## src/logic/dssa_pkg.sv

```systemverilog
// Shared constants, operation codes and arithmetic helpers of the
// saturating subtract datapath. Assumes a 32-bit AHB-Lite register bus.
package dssa_pkg;

   // ==========================================================
   // Operation codes
   typedef enum logic [2:0] {
      dual_mul_difference_op,
      dual_mul_difference_swapped_op,
      signed_clamp_op,
      dual_halfword_clamp_op,
      cross_sub_add_op,
      halfword_pair_subtract_op,
      byte_quad_subtract_op
   } dssa_op_t;

   // ==========================================================
   // Register byte addresses
   localparam logic [7:0] ADDR_CTRL = 8'h00;
   localparam logic [7:0] ADDR_FLAGS = 8'h04;
   localparam logic [7:0] ADDR_IRQ_STATUS = 8'h08;
   localparam logic [7:0] ADDR_IRQ_MASK = 8'h0C;
   localparam logic [7:0] ADDR_RESULT = 8'h10;

   // ==========================================================
   // Field positions and reset values
   localparam int CTRL_DSP_BIT = 0;
   localparam int CTRL_MAIN_BIT = 1;
   localparam int FLAGS_SAT_BIT = 4;
   localparam int IRQ_SAT_BIT = 0;
   localparam int IRQ_UNDEF_BIT = 1;
   localparam int IRQ_UNPRED_BIT = 2;
   localparam int HTRANS_ACTIVE_BIT = 1;
   localparam logic [1:0] CTRL_RESET = 2'h3;
   localparam logic [2:0] IRQ_MASK_RESET = 3'h0;
   localparam logic [3:0] GE_RESET = 4'h0;
   localparam logic [3:0] REG_STACK = 4'hD;
   localparam logic [3:0] REG_PROGRAM = 4'hF;
   localparam logic [5:0] WIDTH_BIAS = 6'h01;

   // ==========================================================
   // Arithmetic helpers
   // Signed clamp to n bits (1..32); bit 32 flags a clamp
   function automatic logic [32:0] clamp_word(input logic [31:0] v, input logic [5:0] n);
      logic signed [33:0] vx;
      logic signed [33:0] maxv;
      logic signed [33:0] minv;
      logic [32:0] r;
      vx = $signed({{2{v[31]}}, v});
      maxv = (34'sh1 <<< (n - WIDTH_BIAS)) - 34'sh1;
      minv = ~maxv;
      if (vx > maxv) r = {1'b1, maxv[31:0]};
      else if (vx < minv) r = {1'b1, minv[31:0]};
      else r = {1'b0, v};
      return r;
   endfunction

   // Low product minus high product, low 32 bits kept
   function automatic logic [31:0] mul_diff(input logic [31:0] a, input logic [31:0] b);
      logic signed [31:0] p1;
      logic signed [31:0] p2;
      p1 = $signed(a[15:0]) * $signed(b[15:0]);
      p2 = $signed(a[31:16]) * $signed(b[31:16]);
      return 32'(p1 - p2);
   endfunction

   // 17-bit signed difference and sum of halves
   function automatic logic [16:0] sub17(input logic [15:0] a, input logic [15:0] b);
      return {a[15], a} - {b[15], b};
   endfunction

   function automatic logic [16:0] add17(input logic [15:0] a, input logic [15:0] b);
      return {a[15], a} + {b[15], b};
   endfunction

   // 9-bit signed byte difference
   function automatic logic [8:0] sub9(input logic [7:0] a, input logic [7:0] b);
      return {a[7], a} - {b[7], b};
   endfunction

endpackage

```

## src/logic/dssa_alu.sv

```systemverilog
// Saturating and subtracting packed-arithmetic datapath with AHB-Lite
// control/status registers and one level interrupt.
// Assumes decode supplies one operation per valid cycle on ref_clk.
//
// Design decisions made here: the placing of the registers and register access over AHB-Lite.
`timescale 1ns/1ps
`default_nettype none

module dssa_alu (
   // Clock and reset
   input wire logic ref_clk,
   input wire logic rst_n,
   // Operation request from decode
   input wire logic req_valid,
   input wire dssa_pkg::dssa_op_t req_op,
   input wire logic exchange_select,
   input wire logic [31:0] first_source,
   input wire logic [31:0] second_source,
   input wire logic [4:0] width_code,
   input wire logic asr_lsl_select,
   input wire logic [2:0] amount_high_bits,
   input wire logic [1:0] amount_low_bits,
   input wire logic carry_flag,
   input wire logic [3:0] dest_index,
   input wire logic [3:0] first_index,
   input wire logic [3:0] second_index,
   // Operation answer
   output logic result_valid,
   output logic [31:0] result,
   output logic [3:0] greater_equal_flags,
   output logic saturation_flag,
   output logic undefined_op,
   output logic unpredictable_op,
   // AHB-Lite slave
   input wire logic hsel,
   input wire logic [31:0] haddr,
   input wire logic [1:0] htrans,
   input wire logic hwrite,
   input wire logic [2:0] hsize,
   input wire logic [31:0] hwdata,
   input wire logic hready,
   output logic hreadyout,
   output logic [31:0] hrdata,
   output logic hresp,
   // Interrupt
   output logic irq
);

   // ==========================================================
   // Register bus
   logic [1:0] ctrl_reg;
   logic [2:0] irq_status_reg;
   logic [2:0] irq_status_next;
   logic [2:0] irq_mask_reg;
   logic [2:0] events;
   logic wr_pend_reg;
   logic rd_pend_reg;
   logic [7:0] ap_addr_reg;
   logic ap_take;
   logic wr_data;
   logic rd_capture;
   logic sat_clear;
   logic dsp_en;
   logic main_en;
   logic unused_bits;

   assign ap_take = hsel && htrans[dssa_pkg::HTRANS_ACTIVE_BIT] && hready;
   assign wr_data = wr_pend_reg;
   assign rd_capture = rd_pend_reg;
   assign dsp_en = ctrl_reg[dssa_pkg::CTRL_DSP_BIT];
   assign main_en = ctrl_reg[dssa_pkg::CTRL_MAIN_BIT];
   assign sat_clear = wr_data && (ap_addr_reg == dssa_pkg::ADDR_FLAGS) &&
                      hwdata[dssa_pkg::FLAGS_SAT_BIT];
   assign unused_bits = ^{hsize, haddr[31:8], carry_flag};

   // Address phase capture; reads take one wait state
   always_ff @(posedge ref_clk) begin
      if (!rst_n) begin
         wr_pend_reg <= 1'b0;
         rd_pend_reg <= 1'b0;
         ap_addr_reg <= 8'h00;
         hreadyout <= 1'b1;
      end else begin
         wr_pend_reg <= ap_take && hwrite;
         rd_pend_reg <= ap_take && !hwrite;
         hreadyout <= !(ap_take && !hwrite);
         if (ap_take) begin
            ap_addr_reg <= haddr[7:0];
         end
      end
   end

   always_ff @(posedge ref_clk) begin
      if (!rst_n) begin
         ctrl_reg <= dssa_pkg::CTRL_RESET;
         irq_mask_reg <= dssa_pkg::IRQ_MASK_RESET;
      end else if (wr_data) begin
         if (ap_addr_reg == dssa_pkg::ADDR_CTRL) begin
            ctrl_reg <= hwdata[1:0];
         end
         if (ap_addr_reg == dssa_pkg::ADDR_IRQ_MASK) begin
            irq_mask_reg <= hwdata[2:0];
         end
      end
   end

   always_ff @(posedge ref_clk) begin
      if (!rst_n) begin
         hrdata <= 32'h00000000;
         hresp <= 1'b0;
      end else if (rd_capture) begin
         unique case (ap_addr_reg)
            dssa_pkg::ADDR_CTRL: hrdata <= {30'h00000000, ctrl_reg};
            dssa_pkg::ADDR_FLAGS: hrdata <= {27'h0000000, saturation_flag, greater_equal_flags};
            dssa_pkg::ADDR_IRQ_STATUS: hrdata <= {29'h00000000, irq_status_reg};
            dssa_pkg::ADDR_IRQ_MASK: hrdata <= {29'h00000000, irq_mask_reg};
            dssa_pkg::ADDR_RESULT: hrdata <= result;
            default: hrdata <= 32'h00000000;
         endcase
      end
   end

   // ==========================================================
   // Operation decode
   logic is_dsp_op;
   logic is_clamp;
   logic alias_dual;
   logic do_dual_clamp;
   logic undef_now;
   logic unpred_now;
   logic swap;
   logic [4:0] shift_amount;
   logic [31:0] operand2;
   logic [31:0] shifted;
   logic [32:0] word_clamp;
   logic [32:0] low_clamp;
   logic [32:0] high_clamp;
   logic [5:0] half_width;
   logic [16:0] cross_sum;
   logic [16:0] cross_diff;
   logic [16:0] pair_lo;
   logic [16:0] pair_hi;
   logic [8:0] byte_diff [4];
   logic accept;
   logic clamp_hit;

   function automatic logic bad_reg(input logic [3:0] idx);
      return (idx == dssa_pkg::REG_STACK) || (idx == dssa_pkg::REG_PROGRAM);
   endfunction

   assign is_clamp = (req_op == dssa_pkg::signed_clamp_op);
   assign shift_amount = {amount_high_bits, amount_low_bits};
   assign alias_dual = is_clamp && asr_lsl_select && (shift_amount == 5'h00);
   assign do_dual_clamp = (req_op == dssa_pkg::dual_halfword_clamp_op) || alias_dual;
   assign is_dsp_op = !is_clamp || alias_dual;
   assign undef_now = is_dsp_op ? !dsp_en : !main_en;
   assign unpred_now = bad_reg(dest_index) || bad_reg(first_index) ||
                       (!is_clamp && !do_dual_clamp && bad_reg(second_index));
   assign accept = req_valid && !undef_now;

   assign swap = exchange_select || (req_op == dssa_pkg::dual_mul_difference_swapped_op);
   assign operand2 = swap ? {second_source[15:0], second_source[31:16]} : second_source;

   // Shift without carry path: carry_flag is left untouched
   assign shifted = asr_lsl_select ? 32'($signed(first_source) >>> shift_amount) :
                                     (first_source << shift_amount);
   assign word_clamp = dssa_pkg::clamp_word(shifted, {1'b0, width_code} + dssa_pkg::WIDTH_BIAS);
   assign half_width = {2'b00, width_code[3:0]} + dssa_pkg::WIDTH_BIAS;
   assign low_clamp = dssa_pkg::clamp_word({{16{first_source[15]}}, first_source[15:0]},
                                           half_width);
   assign high_clamp = dssa_pkg::clamp_word({{16{first_source[31]}}, first_source[31:16]},
                                            half_width);
   assign clamp_hit = do_dual_clamp ? (low_clamp[32] || high_clamp[32]) :
                      (is_clamp && word_clamp[32]);

   assign cross_sum = dssa_pkg::add17(first_source[15:0], second_source[31:16]);
   assign cross_diff = dssa_pkg::sub17(first_source[31:16], second_source[15:0]);
   assign pair_lo = dssa_pkg::sub17(first_source[15:0], second_source[15:0]);
   assign pair_hi = dssa_pkg::sub17(first_source[31:16], second_source[31:16]);

   always_comb begin
      for (int i = 0; i < 4; i++) begin
         byte_diff[i] = dssa_pkg::sub9(first_source[8*i +: 8], second_source[8*i +: 8]);
      end
   end

   // ==========================================================
   // Result and flags
   always_ff @(posedge ref_clk) begin
      if (!rst_n) begin
         result <= 32'h00000000;
      end else if (accept) begin
         if (do_dual_clamp) begin
            result <= {high_clamp[15:0], low_clamp[15:0]};
         end else begin
            unique case (req_op)
               dssa_pkg::dual_mul_difference_op,
               dssa_pkg::dual_mul_difference_swapped_op:
                  result <= dssa_pkg::mul_diff(first_source, operand2);
               dssa_pkg::signed_clamp_op: result <= word_clamp[31:0];
               dssa_pkg::cross_sub_add_op: result <= {cross_diff[15:0], cross_sum[15:0]};
               dssa_pkg::halfword_pair_subtract_op:
                  result <= {pair_hi[15:0], pair_lo[15:0]};
               dssa_pkg::byte_quad_subtract_op:
                  result <= {byte_diff[3][7:0], byte_diff[2][7:0],
                             byte_diff[1][7:0], byte_diff[0][7:0]};
               default: result <= result;
            endcase
         end
      end
   end

   always_ff @(posedge ref_clk) begin
      if (!rst_n) begin
         greater_equal_flags <= dssa_pkg::GE_RESET;
      end else if (accept && !do_dual_clamp) begin
         unique case (req_op)
            dssa_pkg::cross_sub_add_op:
               greater_equal_flags <= {{2{~cross_diff[16]}}, {2{~cross_sum[16]}}};
            dssa_pkg::halfword_pair_subtract_op:
               greater_equal_flags <= {{2{~pair_hi[16]}}, {2{~pair_lo[16]}}};
            dssa_pkg::byte_quad_subtract_op:
               greater_equal_flags <= {~byte_diff[3][8], ~byte_diff[2][8],
                                       ~byte_diff[1][8], ~byte_diff[0][8]};
            default: greater_equal_flags <= greater_equal_flags;
         endcase
      end
   end

   // Sticky flag: a clamp in the clearing cycle wins
   always_ff @(posedge ref_clk) begin
      if (!rst_n) begin
         saturation_flag <= 1'b0;
      end else if (accept && clamp_hit) begin
         saturation_flag <= 1'b1;
      end else if (sat_clear) begin
         saturation_flag <= 1'b0;
      end
   end

   always_ff @(posedge ref_clk) begin
      if (!rst_n) begin
         result_valid <= 1'b0;
         undefined_op <= 1'b0;
         unpredictable_op <= 1'b0;
      end else begin
         result_valid <= accept;
         undefined_op <= req_valid && undef_now;
         unpredictable_op <= req_valid && unpred_now;
      end
   end

   // ==========================================================
   // Interrupt status, cleared by reading it; new events win
   assign events[dssa_pkg::IRQ_SAT_BIT] = accept && clamp_hit;
   assign events[dssa_pkg::IRQ_UNDEF_BIT] = req_valid && undef_now;
   assign events[dssa_pkg::IRQ_UNPRED_BIT] = req_valid && unpred_now;

   always_comb begin
      irq_status_next = irq_status_reg;
      if (rd_capture && (ap_addr_reg == dssa_pkg::ADDR_IRQ_STATUS)) begin
         irq_status_next = 3'h0;
      end
      irq_status_next = irq_status_next | events;
   end

   always_ff @(posedge ref_clk) begin
      if (!rst_n) begin
         irq_status_reg <= 3'h0;
         irq <= 1'b0;
      end else begin
         irq_status_reg <= irq_status_next;
         irq <= |(irq_status_next & ((wr_data && ap_addr_reg == dssa_pkg::ADDR_IRQ_MASK) ?
                                     hwdata[2:0] : irq_mask_reg));
      end
   end
endmodule // dssa_alu
`default_nettype wire

```

## config.mk

```make
export PLATFORM = sky130hd
export DESIGN_NAME = dssa_alu
export DESIGN_NICKNAME = d
export VERILOG_FILES = /design/src/logic/dssa_pkg.sv /design/src/logic/dssa_alu.sv
export SDC_FILE = /design/constraint.sdc
export NUM_CORES = 2
export LEC_CHECK = 0
export BUFFER_PORTS_ARGS = -buffer_cell sky130_fd_sc_hd__buf_4
export CAP_MARGIN = 15
export CORE_MARGIN = 2
export CORE_UTILIZATION = 37
export CTS_BUF_LIST = sky130_fd_sc_hd__clkbuf_4
export DETAILED_ROUTE_END_ITERATION = 7
export HOLD_SLACK_MARGIN = 0.03
export REMOVE_ABC_BUFFERS = 1
export SYNTH_ARGS = -nofsm -noshare
export SYNTH_HDL_FRONTEND = slang
export SYNTH_SLANG_ARGS = --single-unit
```

## constraint.sdc

```tcl
create_clock -name ref_clk -period 9.4 [get_ports ref_clk]
set_input_delay 0.47 -clock ref_clk [delete_from_list [all_inputs] [get_ports ref_clk]]
set_output_delay 0.47 -clock ref_clk [all_outputs]
set_load 0.01 [all_outputs]
```

==> impl_metrics.py <==
metrics = {
    "logic_synthesis": {
        "synth_edf_count": 0,
        "ys_ff_latch": 92,
        "synthFlopType": "dfxtp_1",
        "netlist_area_um2": 38300,
        "yosysWarnings": 0,
        "async_flop_share_pct": 0,
        "ys_seq_area_share_pct": 4.81,
        "syn_avg_cell_area_um2": 8.11,
        "synthDistinctLibCells": 92,
        "synth_cells": 4723,
    },
    "layout": {
        "drive_above_1_share_pct": 8.68,
        "regArea_um2": 1840,
        "nets": 5970,
        "final_util_pct": 40.2,
        "fillers": 10700,
        "multi_input_area_um2": 32600,
        "area_growth_pct": 8.33,
    },
    "timing": {
        "fin_ws_ns": 0.880,
        "tns_ns": 0,
        "setup_viol": 0,
        "timing.final.crit_share_pct": 90.6,
        "clock.fmax_mhz": 117,
        "final.min_clock_period_ns": 8.52,
        "clock-skew-final_ns": 0.0533,
        "rsz0062_at_grt": "no",
        "slew_headroom_pct": 6.57,
        "hold_viol": 0,
        "slew_viol_final": 0,
        "worst-slew-pin-transition_ns": 1.40,
    },
    "worst_setup_path": {
        "cpPeakStageDelay_ns": 0.95,
        "timing.rr.start": "ctrl_reg[1]",
        "worstSetupEndpointType": "register",
        "slowest_stage": "o31ai_1",
        "r2r_cells": 6,
        "worstPathArrival_ns": 8.98,
        "timing.rr.end": "result[2]",
        "worstSetupPathType": "in2reg",
        "required_ns": 9.86,
        "cp_max_fo": 22,
        "rrSetupSlack_ns": 6.36,
        "startpoint_type": "primary input",
        "crit_top_cell": "fa_1",
    },
    "detailed_routing": {
        "vias_per_cell": 5.63,
        "routedWlPerCell_um": 23.2,
        "dr.pass1.iters": 6,
        "postRouteAntennaNets": 0,
        "vias": 34800,
        "drc_errors": 0,
        "drt-initial-drc-count": 3332,
        "wirelength_um": 144000,
    },
    "clocking": {
        "cts_resized": 0,
        "clockBufferDepth": 2,
        "cts_tree": "built",
        "numCtsBuffers": 9,
        "clk_latency_ns": 0.60,
        "root_buffer": "clkbuf_4",
        "clk_pin_slew_worst_paths_ns": 0.21,
        "clkSinkCount": 92,
        "ctsHtreeMaxLevel": 3,
    },
    "die": {
        "die-area_um2": 106000,
        "core.rowCount": 118,
        "initial_utilization_pct": 37.2,
        "pin_count": 242,
        "die_w_um": 326,
        "fp.coreArea_um2": 103000,
        "die_y_um": 326,
    },
    "outcome": {
        "status": "finished, final reports clean",
    },
    "grt": {
        "grt_use_total_pct": 27.0,
        "grt_pass1_wl_um": 218000,
        "grt_pass1_vias": 34900,
        "grt.met2_usage_pct": 43.8,
        "grt_busiest_layer": "met2",
        "grt_use_met1_pct": 36.1,
        "grt_max_degree": 73,
        "met3_usage_pct": 4.93,
        "antenna_found_initial": 9,
        "overflow": 0,
    },
    "job": {
        "cap_violations": 0,
    },
    "place": {
        "dp_slack_ns": 0.411,
        "dp_hpwl_um": 113000,
        "port_buffers": 180,
        "place_congestion": 1.00,
    },
    "hold_path": {
        "whs_path_depth": 3,
        "min_to": "ap_addr_reg[3]",
        "hp-start": "haddr[3]",
        "hp-class": "in2reg",
    },
}
-- Yosys cell counts, drive strengths merged (22+ instances only) --
library cell / instances / area share, %
mux2i: 70 / 1.8
nand2: 461 / 4.5
ha: 421 / 14
o21ai: 177 / 2.3
xnor2: 69 / 1.6
a211oi: 51 / 1.0
a22oi: 25 / 0.49
a21oi: 271 / 3.5
and2: 138 / 2.3
o211ai: 36 / 0.72
o221ai: 22 / 0.50
fa: 583 / 30
mux4: 36 / 2.1
nand2b: 67 / 1.1
mux2: 33 / 0.97
nand3: 108 / 1.4
nor2: 350 / 3.4
nor2b: 108 / 1.8
clkbuf: 201 / 2.0
nor3: 55 / 0.72
dfxtp: 92 / 4.8
o21a: 29 / 0.57
nand4: 25 / 0.41
xor2: 34 / 0.78
buf: 51 / 0.73
a221oi: 33 / 0.80
a31oi: 34 / 0.56
inv: 797 / 7.8
a21o: 56 / 1.1
-- per-stage QoR --
step	hold slack, ns	std cells	instance area [um2]
after floorplan	0.436	4505	37400
final	0.0920	6188	41500
after global placement	0.445	6167	41300
after detailed placement	0.448	6167	41300
after CTS	0.0598	6184	41500
after global routing	0.0700	6187	41500
-- worst max-delay path, delay by kind of cell --
family	cells	cell delay, ns
AO/OA/AOI/OAI	9	3.17
XOR/XNOR	1	0.18
adder cells (fa/ha/maj)	9	4.00
buffers and inverters	7	0.64
AND/OR/NAND/NOR	4	0.50
-- cell families after synthesis --
logic type                 share of synthesized area (%)
AOI/OAI and AO/OA                                   15.2
xor gates and xnor gates                            2.36
adders and majority gates                           44.2
buffers and inverters                               10.6
DFF                                                 4.81
muxes                                               4.92
other                                             0.0196
and+or+nand+nor                                     17.9
-- per-layer routing --
metal	routed length, um	vias up
met5	42	-
li1	-	15600
met2	65200	1520
met3	12400	288
met4	6300	4
met1	59700	17400
-- worst max path at each step --
stage | startpoint | endpoint | slack, ns | cells after the start
after detailed placement | req_op[2] | result[31] | 0.41 | 30
after floorplan | req_op[2] | result[31] | -1.75 | 29
after CTS | req_op[2] | result[31] | 0.98 | 30
after global routing | req_op[2] | result[31] | 0.47 | 30
final | req_op[2] | result[31] | 0.88 | 30
after global placement | req_op[2] | result[31] | 0.41 | 30
-- cells in the final DEF, fill, tap and decap left out, types with 33 or more instances in the layout --
cell / netlist / routed
mux2i_1: 70 / 69
xnor2_1: 69 / 69
nand2_1: 461 / 461
nor2b_1: 108 / 108
buf_4: 8 / 280
conb_1: 2 / 36
o211ai_1: 35 / 35
xor2_1: 34 / 34
a31oi_1: 34 / 34
ha_1: 421 / 421
and2_1: 138 / 138
a211oi_1: 51 / 50
nand3_1: 107 / 107
nand2b_1: 67 / 67
a21o_1: 56 / 56
a21oi_1: 271 / 270
nor2_1: 349 / 345
nor3_1: 55 / 55
dfxtp_1: 92 / 91
mux2_2: 33 / 33
o21ai_0: 164 / 157
mux4_2: 36 / 36
fa_1: 583 / 583
inv_1: 797 / 797
-- layout make-up --
type                       count  share of cell area [%]
clock buffer                   9                   0.163
antenna                        4                  0.0241
tap                         1380                    4.16
clock inverter                 7                   0.220
inverter                     805                    7.29
multi-input combinational   3608                    78.5
sequential                    92                    4.44
timing repair buffer         283                    5.19
-- what timing repair did --
item,CTS,global route
hold buffers,1,0
hold endpoints to repair,2,0
buffers inserted,0,0
Power is not shown: default switching activity piles up to over one toggle a cycle in this logic, so the estimate is an artifact.
